**src/design/sfsc_pkg.sv**
```systemverilog
// Purpose: Shared constants of the serial port frame sync control block
// Assumes: Byte addresses on a 4-bit register port, 32-bit data
// Notes:   Offsets, field positions, reset values and sizes of the design live here; the bench keeps its own control field masks
package sfsc_pkg;
  // --------------------------------------------------------------------
  // Register offsets
  // --------------------------------------------------------------------
  localparam logic [3:0]  ADDR_CONTROL   = 4'h0;
  localparam logic [3:0]  ADDR_AUDIO     = 4'h4;
  localparam logic [3:0]  ADDR_DATA      = 4'h8;
  localparam logic [3:0]  ADDR_STATUS    = 4'hC;
  // --------------------------------------------------------------------
  // Control word fields
  // --------------------------------------------------------------------
  localparam int          BIT_FRAMING    = 31;
  localparam int          BIT_SYNC_DIR   = 30;
  localparam int          BIT_SYNC_POL   = 29;
  localparam int          BIT_AUTO_SEL   = 28;
  localparam int          BIT_SYNC_WIDTH = 27;
  localparam int          BIT_GROUP_HI   = 26;
  localparam int          BIT_GROUP_LO   = 24;
  localparam int          BIT_BAUD_SRC   = 23;
  localparam int          BIT_PORT_ON    = 15;
  localparam int          BIT_CLK_EDGE   = 8;
  localparam int          BIT_IDLE_POL   = 6;
  localparam int          BIT_MASTER     = 5;
  localparam logic [31:0] CTRL_RESET     = 32'h0000_0000;
  localparam logic [31:0] CTRL_WR_MASK   = 32'hFF00_8160;
  localparam logic [31:0] CTRL_RD_MASK   = 32'hFF80_8160;
  localparam logic [2:0]  GROUP_MAX_CODE = 3'h5;
  // --------------------------------------------------------------------
  // Status and audio word fields
  // --------------------------------------------------------------------
  localparam int          ST_EMPTY       = 0;
  localparam int          ST_FULL        = 1;
  localparam int          ST_LEVEL_LO    = 2;
  localparam int          ST_GROUP_LO    = 8;
  localparam int          ST_BUSY        = 16;
  localparam int          ST_OVERFLOW    = 17;
  localparam int          BIT_AUDIO_EN   = 0;
  // --------------------------------------------------------------------
  // Sizes
  // --------------------------------------------------------------------
  localparam int          CHAR_BITS      = 8;
  localparam int          FIFO_DEPTH     = 16;
  localparam int          LEVEL_BITS     = 5;
  localparam int          GROUP_BITS     = 5;
  localparam logic [2:0]  LAST_BIT       = 3'h7;
endpackage

```
**src/design/sfsc_fifo_if.sv**
```systemverilog
// Purpose: Carries the transmit buffer handshake between top and FIFO
// Assumes: Single clock domain
// Notes:   Level counts every word held, output register included
`timescale 1ns/1ns
interface sfsc_fifo_if #(
  parameter int WIDTH = 8,
  parameter int DEPTH = 16
);
  logic                       in_valid;
  logic                       in_ready;
  logic [WIDTH-1:0]           in_data;
  logic                       out_valid;
  logic                       out_ready;
  logic [WIDTH-1:0]           out_data;
  logic [$clog2(DEPTH+1)-1:0] level;

  modport user  (output in_valid, in_data, out_ready,
                 input  in_ready, out_valid, out_data, level);
  modport store (input  in_valid, in_data, out_ready,
                 output in_ready, out_valid, out_data, level);
endinterface

```
**src/design/sfsc_fifo.sv**
```systemverilog
// Purpose: Transmit word buffer with registered read data
// Assumes: DEPTH is a power of two
// Notes:   in_ready falls once DEPTH words are held, output register included
`timescale 1ns/1ns
module sfsc_fifo #(
  parameter int WIDTH = 8,
  parameter int DEPTH = 16
) (
  input wire logic    clock,
  input wire logic    rst_b,
  sfsc_fifo_if.store  bus
);
  localparam int             AW       = $clog2(DEPTH);
  localparam logic [AW:0]    FULL_CNT = (AW+1)'(DEPTH);

  typedef struct packed {
    logic [DEPTH-1:0][WIDTH-1:0] mem;
    logic [AW-1:0]               wptr;
    logic [AW-1:0]               rptr;
    logic [AW:0]                 count;
    logic [WIDTH-1:0]            out_data;
    logic                        out_valid;
  } sfsc_fifo_state_s;

  sfsc_fifo_state_s st_ff;
  sfsc_fifo_state_s nxt_st;
  logic             push;
  logic             load;

  // Output register counts toward the depth, so at most DEPTH words are held
  assign bus.in_ready  = (bus.level != FULL_CNT);
  assign bus.out_valid = st_ff.out_valid;
  assign bus.out_data  = st_ff.out_data;
  assign bus.level     = st_ff.count + (AW+1)'(st_ff.out_valid);

  always_comb begin
    nxt_st = st_ff;
    push   = bus.in_valid && bus.in_ready;
    load   = (!st_ff.out_valid || bus.out_ready) && (st_ff.count != '0);
    if (push) begin
      nxt_st.mem[st_ff.wptr] = bus.in_data;
      nxt_st.wptr            = st_ff.wptr + 1'b1;
    end
    if (load) begin
      nxt_st.out_data  = st_ff.mem[st_ff.rptr];
      nxt_st.out_valid = 1'b1;
      nxt_st.rptr      = st_ff.rptr + 1'b1;
    end else if (bus.out_ready) begin
      nxt_st.out_valid = 1'b0;
    end
    nxt_st.count = st_ff.count + (AW+1)'(push) - (AW+1)'(load);
  end

  always_ff @(posedge clock or negedge rst_b) begin
    if (!rst_b) begin
      st_ff <= '0;
    end else begin
      st_ff <= nxt_st;
    end
  end
endmodule

```
**src/design/sfsc_sync.sv**
```systemverilog
// Purpose: Two-stage synchroniser for pin inputs
// Assumes: Inputs are levels from outside the clock domain
// Notes:   Only the second stage is visible to other logic
`timescale 1ns/1ns
module sfsc_sync #(
  parameter int WIDTH = 2
) (
  input  wire logic             clock,
  input  wire logic             rst_b,
  input  wire logic [WIDTH-1:0] din,
  output logic      [WIDTH-1:0] dout
);
  typedef struct packed {
    logic [WIDTH-1:0] stage1;
    logic [WIDTH-1:0] stage2;
  } sfsc_sync_state_s;

  sfsc_sync_state_s st_ff;
  sfsc_sync_state_s nxt_st;

  assign dout = st_ff.stage2;

  always_comb begin
    nxt_st.stage1 = din;
    nxt_st.stage2 = st_ff.stage1;
  end

  always_ff @(posedge clock or negedge rst_b) begin
    if (!rst_b) begin
      st_ff <= '0;
    end else begin
      st_ff <= nxt_st;
    end
  end
endmodule

```
**src/design/sfsc_top.sv**
```systemverilog
// Purpose: Serial port control word, frame sync and select pin drive
// Assumes: Peripheral bus clock is clock; reference clock arrives on a pin
// Notes:   Transmit only; characters are eight bits, MSB first
//
// Decided for this implementation: the placing of the registers and the address-and-strobe port.
`timescale 1ns/1ns
//
// Function
// - Framing enable turns select pin into sync
// - Sync direction: 1 input, 0 driven output
// - Sync polarity picks active high or low
// - Auto select drives pin during master transfer
// - Auto select level follows sync polarity
// - Width bit: whole character or one clock
// - Group code: pulse per 1..32 characters
// - Group count ignored outside framed operation
// - Baud source: reference clock or bus clock
// - Control bits 22 to 18 read zero
// - Baud source writable only while port off
// - Audio mode forces idle clock polarity high
module sfsc_top (
  input  wire logic                            clock,
  input  wire logic                            rst_b,
  input  wire logic [3:0]                      addr,
  input  wire logic [31:0]                     wdata,
  input  wire logic                            wr_en,
  input  wire logic                            rd_en,
  output logic      [31:0]                     rdata,
  input  wire logic                            reference_clock,
  output logic                                 sclk_out,
  output logic                                 sdo_out,
  input  wire logic                            ss_in,
  output logic                                 ss_out,
  output logic                                 ss_oe_b
);
  import sfsc_pkg::*;

  // --------------------------------------------------------------------
  // State
  // --------------------------------------------------------------------
  typedef struct packed {
    logic [31:0]           ctrl;
    logic                  audio;
    logic                  overflow;
    logic [31:0]           rdata;
    logic                  busy;
    logic                  phase;
    logic [2:0]            bit_cnt;
    logic [CHAR_BITS-1:0]  shreg;
    logic [GROUP_BITS-1:0] grp_cnt;
    logic                  in_group;
    logic                  pulse_char;
    logic                  ref_prev;
    logic                  sync_prev;
    logic                  sclk;
    logic                  sdo;
    logic                  ss_out;
    logic                  ss_oe_b;
  } sfsc_state_s;

  sfsc_state_s           st_ff;
  sfsc_state_s           nxt_st;
  logic [1:0]            pins_s;
  logic                  ref_s;
  logic                  ss_s;
  logic                  port_on;
  logic                  framed;
  logic                  sync_in;
  logic                  pol;
  logic                  master;
  logic                  idle_lvl;
  logic                  tick;
  logic                  sync_act;
  logic                  sync_edge;
  logic                  start_ok;
  logic [2:0]            grp_code;
  logic [GROUP_BITS-1:0] grp_last;
  logic                  char_end;

  sfsc_fifo_if #(.WIDTH(CHAR_BITS), .DEPTH(FIFO_DEPTH)) txq ();

  sfsc_fifo #(
    .WIDTH (CHAR_BITS),
    .DEPTH (FIFO_DEPTH)
  ) u_fifo (
    .clock (clock),
    .rst_b (rst_b),
    .bus   (txq)
  );

  sfsc_sync #(
    .WIDTH (2)
  ) u_sync (
    .clock (clock),
    .rst_b (rst_b),
    .din   ({reference_clock, ss_in}),
    .dout  (pins_s)
  );

  assign ref_s = pins_s[1];
  assign ss_s  = pins_s[0];

  // --------------------------------------------------------------------
  // Decoded control
  // --------------------------------------------------------------------
  assign port_on   = st_ff.ctrl[BIT_PORT_ON];
  assign framed    = st_ff.ctrl[BIT_FRAMING];
  assign sync_in   = st_ff.ctrl[BIT_SYNC_DIR];
  assign pol       = st_ff.ctrl[BIT_SYNC_POL];
  assign master    = st_ff.ctrl[BIT_MASTER];
  assign idle_lvl  = st_ff.ctrl[BIT_IDLE_POL] | st_ff.audio;
  assign tick      = st_ff.ctrl[BIT_BAUD_SRC] ? (ref_s & ~st_ff.ref_prev) : 1'b1;
  assign sync_act  = (ss_s == pol);
  assign sync_edge = sync_act & ~st_ff.sync_prev;
  // An incoming sync opens a group; the rest of the group follows it
  assign start_ok  = !framed || !sync_in || st_ff.in_group || sync_edge;
  // Reserved codes are clamped so the counter stays bounded
  assign grp_code  = (st_ff.ctrl[BIT_GROUP_HI:BIT_GROUP_LO] > GROUP_MAX_CODE) ?
                     GROUP_MAX_CODE : st_ff.ctrl[BIT_GROUP_HI:BIT_GROUP_LO];
  assign grp_last  = GROUP_BITS'((6'h01 << grp_code) - 6'h01);
  assign char_end  = st_ff.busy && tick && st_ff.phase && (st_ff.bit_cnt == LAST_BIT);

  assign txq.in_data   = wdata[CHAR_BITS-1:0];
  assign txq.in_valid  = wr_en && (addr == ADDR_DATA);
  assign txq.out_ready = port_on && master && !st_ff.busy && start_ok;

  // --------------------------------------------------------------------
  // Next state
  // --------------------------------------------------------------------
  always_comb begin
    nxt_st           = st_ff;
    nxt_st.ref_prev  = ref_s;
    nxt_st.sync_prev = sync_act;

    // Register writes
    if (wr_en) begin
      unique case (addr)
        ADDR_CONTROL: begin
          nxt_st.ctrl = wdata & CTRL_WR_MASK;
          nxt_st.ctrl[BIT_BAUD_SRC] = port_on ? st_ff.ctrl[BIT_BAUD_SRC] :
                                      wdata[BIT_BAUD_SRC];
        end
        ADDR_AUDIO: begin
          nxt_st.audio = wdata[BIT_AUDIO_EN];
        end
        ADDR_STATUS: begin
          if (wdata[ST_OVERFLOW]) begin
            nxt_st.overflow = 1'b0;
          end
        end
        default: begin
        end
      endcase
    end
    // Set wins over a clear in the same cycle
    if (txq.in_valid && !txq.in_ready) begin
      nxt_st.overflow = 1'b1;
    end

    // Register reads, answer stands one cycle later
    nxt_st.rdata = '0;
    if (rd_en) begin
      unique case (addr)
        ADDR_CONTROL: nxt_st.rdata = st_ff.ctrl & CTRL_RD_MASK;
        ADDR_AUDIO:   nxt_st.rdata[BIT_AUDIO_EN] = st_ff.audio;
        ADDR_STATUS: begin
          nxt_st.rdata[ST_EMPTY]    = (txq.level == '0);
          nxt_st.rdata[ST_FULL]     = !txq.in_ready;
          nxt_st.rdata[ST_LEVEL_LO +: LEVEL_BITS] = txq.level;
          nxt_st.rdata[ST_GROUP_LO +: GROUP_BITS] = st_ff.grp_cnt;
          nxt_st.rdata[ST_BUSY]     = st_ff.busy;
          nxt_st.rdata[ST_OVERFLOW] = st_ff.overflow;
        end
        default:      nxt_st.rdata = '0;
      endcase
    end

    // Shift engine
    if (txq.out_ready && txq.out_valid) begin
      nxt_st.busy       = 1'b1;
      nxt_st.phase      = 1'b0;
      nxt_st.bit_cnt    = '0;
      nxt_st.shreg      = txq.out_data;
      nxt_st.sdo        = txq.out_data[CHAR_BITS-1];
      nxt_st.pulse_char = framed && !sync_in && (st_ff.grp_cnt == '0);
    end else if (st_ff.busy && tick) begin
      nxt_st.phase = !st_ff.phase;
      if (st_ff.phase) begin
        if (st_ff.bit_cnt == LAST_BIT) begin
          nxt_st.busy = 1'b0;
        end else begin
          nxt_st.bit_cnt = st_ff.bit_cnt + 3'h1;
          nxt_st.shreg   = {st_ff.shreg[CHAR_BITS-2:0], 1'b0};
          nxt_st.sdo     = st_ff.shreg[CHAR_BITS-2];
        end
      end
    end

    // Frame group counter
    if (char_end) begin
      nxt_st.grp_cnt  = (st_ff.grp_cnt == grp_last) ? '0 :
                        st_ff.grp_cnt + GROUP_BITS'(1);
      nxt_st.in_group = sync_in && (st_ff.grp_cnt != grp_last);
    end else if (sync_edge && sync_in) begin
      nxt_st.in_group = 1'b1;
    end
    if (!port_on || !framed) begin
      nxt_st.grp_cnt  = '0;
      nxt_st.in_group = 1'b0;
    end
    if (!port_on) begin
      nxt_st.busy  = 1'b0;
      nxt_st.phase = 1'b0;
    end

    // Pin drive from the next state, so outputs stay registered
    nxt_st.sclk = idle_lvl ^ (nxt_st.busy && nxt_st.phase);
    nxt_st.ss_out  = 1'b0;
    nxt_st.ss_oe_b = 1'b1;
    if (port_on && framed && !sync_in) begin
      nxt_st.ss_oe_b = 1'b0;
      nxt_st.ss_out  = (nxt_st.busy && nxt_st.pulse_char &&
                        (st_ff.ctrl[BIT_SYNC_WIDTH] || nxt_st.bit_cnt == '0)) ?
                       pol : !pol;
    end else if (port_on && !framed && master && st_ff.ctrl[BIT_AUTO_SEL]) begin
      nxt_st.ss_oe_b = 1'b0;
      nxt_st.ss_out  = nxt_st.busy ? pol : !pol;
    end
  end

  always_ff @(posedge clock or negedge rst_b) begin
    if (!rst_b) begin
      st_ff         <= '0;
      st_ff.ctrl    <= CTRL_RESET;
      st_ff.sclk    <= 1'b0;
      st_ff.ss_oe_b <= 1'b1;
      // No false sync edge while the synchroniser fills after reset
      st_ff.sync_prev <= 1'b1;
    end else begin
      st_ff <= nxt_st;
    end
  end

  assign rdata    = st_ff.rdata;
  assign sclk_out = st_ff.sclk;
  assign sdo_out  = st_ff.sdo;
  assign ss_out   = st_ff.ss_out;
  assign ss_oe_b  = st_ff.ss_oe_b;

  // --------------------------------------------------------------------
  // Checks
  // --------------------------------------------------------------------
  property p_no_sync_drive;
    @(posedge clock) disable iff (!rst_b)
    (!framed && !st_ff.ctrl[BIT_AUTO_SEL]) |=> ss_oe_b;
  endproperty
  a_no_sync_drive: assert property (p_no_sync_drive)
    else $error("select pin driven with framing and auto select off");

  property p_sync_dir;
    @(posedge clock) disable iff (!rst_b)
    (port_on && framed) |=> (ss_oe_b == $past(sync_in));
  endproperty
  a_sync_dir: assert property (p_sync_dir)
    else $error("frame sync drive does not follow direction");

  property p_auto_level;
    @(posedge clock) disable iff (!rst_b)
    (port_on && !framed && master && st_ff.ctrl[BIT_AUTO_SEL] && !wr_en &&
     !$past(wr_en) && st_ff.busy) |-> (!ss_oe_b && ss_out == pol);
  endproperty
  a_auto_level: assert property (p_auto_level)
    else $error("auto select not at polarity level during transfer");

  property p_wide_pulse;
    @(posedge clock) disable iff (!rst_b)
    (port_on && framed && !sync_in && st_ff.ctrl[BIT_SYNC_WIDTH] && !wr_en &&
     !$past(wr_en) && st_ff.busy && st_ff.pulse_char) |-> (ss_out == pol);
  endproperty
  a_wide_pulse: assert property (p_wide_pulse)
    else $error("wide frame pulse dropped inside character");

  property p_group_first;
    @(posedge clock) disable iff (!rst_b)
    (txq.out_ready && txq.out_valid && framed && !sync_in && port_on) |=>
    (st_ff.pulse_char == ($past(st_ff.grp_cnt) == '0));
  endproperty
  a_group_first: assert property (p_group_first)
    else $error("frame pulse not on first character of group");

  property p_group_idle;
    @(posedge clock) disable iff (!rst_b)
    (!framed) |=> (st_ff.grp_cnt == '0);
  endproperty
  a_group_idle: assert property (p_group_idle)
    else $error("group counter moved outside framed operation");

  property p_baud_hold;
    @(posedge clock) disable iff (!rst_b)
    (port_on && st_ff.busy && st_ff.ctrl[BIT_BAUD_SRC] && !(ref_s && !st_ff.ref_prev))
    |=> (st_ff.phase == $past(st_ff.phase));
  endproperty
  a_baud_hold: assert property (p_baud_hold)
    else $error("shift advanced without reference clock edge");

  property p_reserved_zero;
    @(posedge clock) disable iff (!rst_b)
    (rd_en && addr == ADDR_CONTROL) |=> (rdata[22:18] == 5'h00);
  endproperty
  a_reserved_zero: assert property (p_reserved_zero)
    else $error("unimplemented control bits read nonzero");

  property p_baud_lock;
    @(posedge clock) disable iff (!rst_b)
    (wr_en && addr == ADDR_CONTROL && port_on) |=>
    (st_ff.ctrl[BIT_BAUD_SRC] == $past(st_ff.ctrl[BIT_BAUD_SRC]));
  endproperty
  a_baud_lock: assert property (p_baud_lock)
    else $error("baud source changed while port on");

  property p_audio_idle;
    @(posedge clock) disable iff (!rst_b)
    (st_ff.audio && !st_ff.busy && $past(st_ff.audio) && !wr_en && !$past(wr_en))
    |-> sclk_out;
  endproperty
  a_audio_idle: assert property (p_audio_idle)
    else $error("idle clock low while audio mode enabled");
endmodule

```
**config.mk**
```make
export PLATFORM = sky130hd
export DESIGN_NAME = sfsc_top
export DESIGN_NICKNAME = d
export VERILOG_FILES = /design/src/design/sfsc_pkg.sv /design/src/design/sfsc_fifo_if.sv /design/src/design/sfsc_fifo.sv /design/src/design/sfsc_sync.sv /design/src/design/sfsc_top.sv
export SDC_FILE = /design/constraint.sdc
export NUM_CORES = 1
export LEC_CHECK = 0
export ABC_AREA = 1
export BUFFER_PORTS_ARGS = -buffer_cell sky130_fd_sc_hd__buf_2
export CAP_MARGIN = 25
export CORE_MARGIN = 4
export CORE_UTILIZATION = 56
export CTS_BUF_LIST = sky130_fd_sc_hd__clkbuf_2
export DETAILED_ROUTE_END_ITERATION = 12
export GPL_TIMING_DRIVEN = 0
export PLACE_DENSITY_LB_ADDON = 0.3
export SLEW_MARGIN = 20
export SYNTH_ARGS = -nofsm -noshare
export SYNTH_HDL_FRONTEND = slang
export SYNTH_SLANG_ARGS = --single-unit
```
**constraint.sdc**
```tcl
create_clock -name clock -period 2.63 [get_ports clock]
set_clock_uncertainty 0.2 [all_clocks]
set_input_delay 0.526 -clock clock [delete_from_list [all_inputs] [get_ports clock]]
set_output_delay 0.526 -clock clock [all_outputs]
set_load 0.01 [all_outputs]
```
# Word-level counts from Yosys, hierarchy flattened
# Cells that the tools add are included.
[totals]
register_bits = 226
input_bits = 42
output_inout_bits = 36
[op_classes]
n_addsub = 8
order_cmp = 4
n_eq_ne = 9
shifts = 1
muxes = 41
n_bitwise = 7
n_reduce_logical = 56
[ops]
columns = ["operator", "count"]
rows = [
  ["bitwise mux 128 bit", 1],
  ["binary-select mux 8 bit (select 4 bit)", 1],
  ["demux 8 bit (select 4 bit)", 1],
  ["2-to-1 mux 32 bit", 1],
  ["2-to-1 mux 13 bit", 2],
  ["logical AND 1 bit", 24],
  ["2-to-1 mux 11 bit", 2],
  ["2-to-1 mux 1 bit", 18],
  ["2-to-1 mux 8 bit", 2],
  ["2-to-1 mux 14 bit", 1],
  ["nonzero test 2 bit", 7],
  ["case mux 6 bit (2 select lines)", 1],
  ["adder 5 x 1 -> 5 bit", 2],
  ["zero test 5 bit", 2],
  ["< comparator 4 x 5 -> 1 bit (second input constant)", 2],
  ["2-to-1 mux 5 bit", 2],
  ["case mux 5 bit (2 select lines)", 1],
  ["AND reduction 3 bit", 3],
  ["adder 4 x 1 -> 4 bit (second input constant)", 2],
  ["equality test 4 bit (second input constant)", 2],
  ["zero test 1 bit", 8],
  ["2-to-1 mux 2 bit", 4],
  ["logical OR 1 bit", 6],
  ["2-to-1 mux 3 bit", 2],
  ["25 further kinds", 29],
]

# Depth between registers and ports, before layout
[logic_depth]
word_depth = 12
depth_mapped = 17
depth_no_buf = 16

# Cells and area by module
# From an unflattened synthesis, not the netlist that was laid out.
[hier_totals]
hier_cells = 1453
hier_area_um2 = 11499.8
[by_module_without_submodules]
columns = ["mod", "instances", "cells_per_inst", "area_per_inst_um2", "seq_area_each_um2"]
rows = [
  ["sfsc_fifo", 1, 1121, 8380.5, 3753.6],
  ["sfsc_top", 1, 328, 3019.1, 1604.0],
  ["sfsc_sync", 1, 4, 100.1, 100.1],
]

# Worst setup path after synthesis
# OpenSTA, ideal clock, no wires.
[synth_path]
path_kind = "register to register"
start = "register u_fifo.st_ff[11] (netlist bit)"
end = "register u_fifo.st_ff[13] (netlist bit)"
arrival_ns = 2.540
required_ns = 2.302
path_slack_ns = -0.237
path_stages_with_launch = 16
n_path_buf = 1
period_less_slack_ns = 2.867
path_cell_list = "dfrtp_1 inv_1 ha_1 and3_1 inv_1 nand2_1 inv_1 clkbuf_1 ha_1 inv_1 ha_1 inv_1 fa_1 o21ai_0 a21oi_1 xor2_1"
[synth_lines]
columns = ["item", "line_no", "rtl"]
rows = [
  ["start, declared", "sfsc_fifo.sv:25", "sfsc_fifo_state_s st_ff;"],
  ["start signal, assigned", "sfsc_fifo.sv:58", "st_ff <= nxt_st;"],
]

==> results.md <==
* Status: complete, no violations
* Core footprint at 17500 sq um
* Worst-Skew Late Latency at 0.85 ns
* Antenna-violating nets left at 0
* Synth top area share at 0.534
* Initial Util at 0.577
* Final weighted congestion in routability-driven placement at 0.977
* Net Switching at 4.38 mW
* Arrival @ worst endpoint at 3.17 ns
* Min Tclk post-route at 2.63 ns
* Slew HR at 0.465
* Seq/Total Area, Yosys at 0.539
* Flops & latches, synth at 218
* Drt pass-1 iters at 5
* # rows at 48
* Port Buffer Count at 57
* Layout area overhead at 17.8%
* Kind of end point of the critical path: register
* Vias at 8813
* Die Span X at 142 um
* Cell variety after synth at 40
* Largest net degree at the start of global routing at 78
* Syn avg cell area at 8.89 sq um
* Switching Fraction at 0.407
* Number of remaining DRC errors at 0
* I/O pin total at 78
* Grt total ovfl at 0
* Peak supply drop at 0.472 mV
* Synth area leaders: dfrtp_1 53%, nand2_1 10%, o21ai_0 8.2%
* Post-synth top cells: 275 x nand2_1, 216 x dfrtp_1, 165 x o21ai_0
* Antenna violations before repair at 1
* Clock root cell: clkbuf_2
* Via density at 5.58
* Total power at 10.7 mW
* P_leak at 5.98 nW
* Vert. Die Dim at 142 um
* Internal at 6.37 mW
* Synth area leader: dfrtp_1
* Design Area, Final at 11900 sq um
* Vias in the first global route at 8726
* Clk slew on worst S/H paths at 0.10 ns
* Final Hold Viols at 0
* Cts bufs inserted at 54
* TritonCTS clock tree: done
* Fmax at 380 MHz
* Post-Synthesis Cell Area at 10100 sq um
* Worst-Margin Slew at 0.803 ns
* RSZ-0062 raised after global routing: yes
* Count leader, synth: nand2_1
* Path type of the worst min-delay path: input port to register
* Final worst path period share at 1.00
* Comb power frac at 0.369
* Drt wl/cell at 18.0 um
* Max Root-Sink Buffers at 3
* Clock power share at 0.211
* Crit path max fanout at 3
* Pwr dens at 901 nW/um^2
* Ys async rst share at 1.00
* # H-tree levels at 2
* CP max stage cell: dfrtp_2
* Share of power burned in registers at 0.420
* Startpoint types: register
* Synth warn at 0
* Fin nets at 1380
* DR iter-0 viols at 765
* Crit Path Category: register to register
* EDFF count, synth at 0
* First-pass GRT wire length at 45100 um
* Share of layout cells above drive strength 1 at 0.191
* MaxCap Viol Count at 0
* Placed instance area at 10900 sq um
* Max incr delay on CP at 0.43 ns
* Max-slew violations at 0
* Hpwl dp at 18900 um
* GRT Total Usage at 0.286
* CP Cell Sequence: buf_4 > ha_1 > nand2_2 > xor2_1 > inv_2 > a21boi_4 > buf_12 > ha_4 > inv_2 > fa_2 > o21ai_1 > a21oi_1 > xor2_1
* Die ar. at 20300 sq um
* Setup violation total in the final timing report at 0
* Drt total wl at 28500 um
* Required time of the critical path at 3.17 ns
* Mapped Cells at 1139
* Clock sinks at 218
* Synth Flop Type: dfrtp_1
power groups by stage:
stage,clock (mW),combinational [mW],sequential (mW)
after floorplan,0,2.57,4.43
after global placement,0,3.49,4.55
after detailed placement,0,3.59,4.57
after CTS,2.31,3.81,4.49
after global routing,2.48,4.38,4.58
final,2.27,3.96,4.51
critical path, delay by kind of cell, from the launching register on:
| family | cells | cell delay [ns] |
|---|---|---|
| fa+ha+maj | 3 | 0.66 |
| buf+inv | 4 | 0.38 |
| flops | 1 | 0.43 |
| compound gates | 3 | 0.43 |
| xor+xnor | 2 | 0.33 |
| simple gates | 1 | 0.07 |
registers in the layout (all words and copies together) (netlist names), 2 cells and up:
signal	flops
rdata	24
st_ff	32
u_fifo.bus.out_data	8
u_sync.dout	2
u_sync.nxt_st	2
u_fifo.st_ff	141
metrics by stage:
| step | util | instances | hold slack (ns) | setup slack, ns | TNS [ns] |
|---|---|---|---|---|---|
| 4_1_cts | 0.676 | 1576 | 0.00883 | -0.00710 | -0.00863 |
| 5_1_grt | 0.680 | 1579 | 0.119 | -0.117 | -0.307 |
| 3_3_place_gp | 0.615 | 1428 | 0.145 | -2.81 | -606.44 |
| 6_report | 0.680 | 1579 | 0.149 | 0.000163 | 0 |
| 2_1_floorplan | - | 1146 | 0.0304 | 0.00247 | 0 |
| 3_5_place_dp | 0.619 | 1430 | 0.136 | -0.303 | -0.498 |
cells in the final DEF (no fill, tap or decap), types with 3 or more instances in the layout:
cell           count
a21oi_1           15
a31oi_1            8
buf_2             58
buf_4             49
buf_6             11
clkbuf_1          34
clkbuf_2          84
clkinv_1           8
conb_1             8
dfrtp_1          214
dlygate4sd3_1     40
ha_1              16
ha_4               3
inv_1             76
inv_2              7
nand2_1          268
nand2_2            6
nand3_1           34
nand3_2            5
nand3_4            5
nand4_1            3
nor2_1           118
nor2_2             3
nor3_2             7
o211ai_1          16
o21ai_0          163
o21ai_1            7
o221ai_1          23
o22ai_1           15
xnor2_1            4
xor2_1            16
layout make-up:
class	instances	area (sq um)
clock inverter	9	60.1
clock buffer	83	415
antenna	1	2.50
tap	225	282
inverter	84	320
timing repair buffer	116	878
buffer	83	534
multi-input combinational	760	3970
fill	1354	5610
sequential	218	5460
kinds of logic (layout without fill, tap and decap cells):
group,Yosys count,after routing,share of synthesized area
AND/OR/NAND/NOR,458,458,0.189
AO/OA/AOI/OAI,250,250,0.141
flip-flops,218,218,0.539
buffers and inverters,168,375,0.0841
XOR/XNOR,22,22,0.0190
adder cells (fa/ha/maj),21,21,0.0267
other,1,9,0.000370
multiplexers,1,1,0.00111
worst paths after layout:
path | from | endpoint | slack [ns] | depth (start not counted)
worst min-delay path | addr[1] | u_fifo.st_ff[18] | 0.15 | 6
max in group asynchronous | rst_b | st_ff[87] | 0.52 | 4
worst max register to register | u_fifo.st_ff[11] | u_fifo.st_ff[13] | 0.0002 | 13
min in group asynchronous | rst_b | rdata[26] | 0.58 | 3
worst max-delay path | u_fifo.st_ff[11] | u_fifo.st_ff[13] | 0.0002 | 13
worst min register to register | u_sync.nxt_st[1] | u_sync.dout[1] | 0.16 | 0
metal layers:
layer  vias to the layer above  track usage  part of all wire  routed length [um]
met4                         0        0.153             0.049                1390
li1                       4086            -                 -                   -
met1                      4193        0.369              0.40               11400
met5                         -            0                 0                   0
met2                       441        0.455              0.46               13200
met3                        93       0.0608             0.086                2450
timing repair:
action                     4_1_cts  5_1_grt
buffers inserted                15        2
cloned                           0        0
gates resized for setup         10       18
hold buffers                    40        0
setup endpoints to repair        3       68
hold endpoints to repair       212        0
pin swaps                        9        1
No activity file was read; power rests on OpenSTA's default activity.
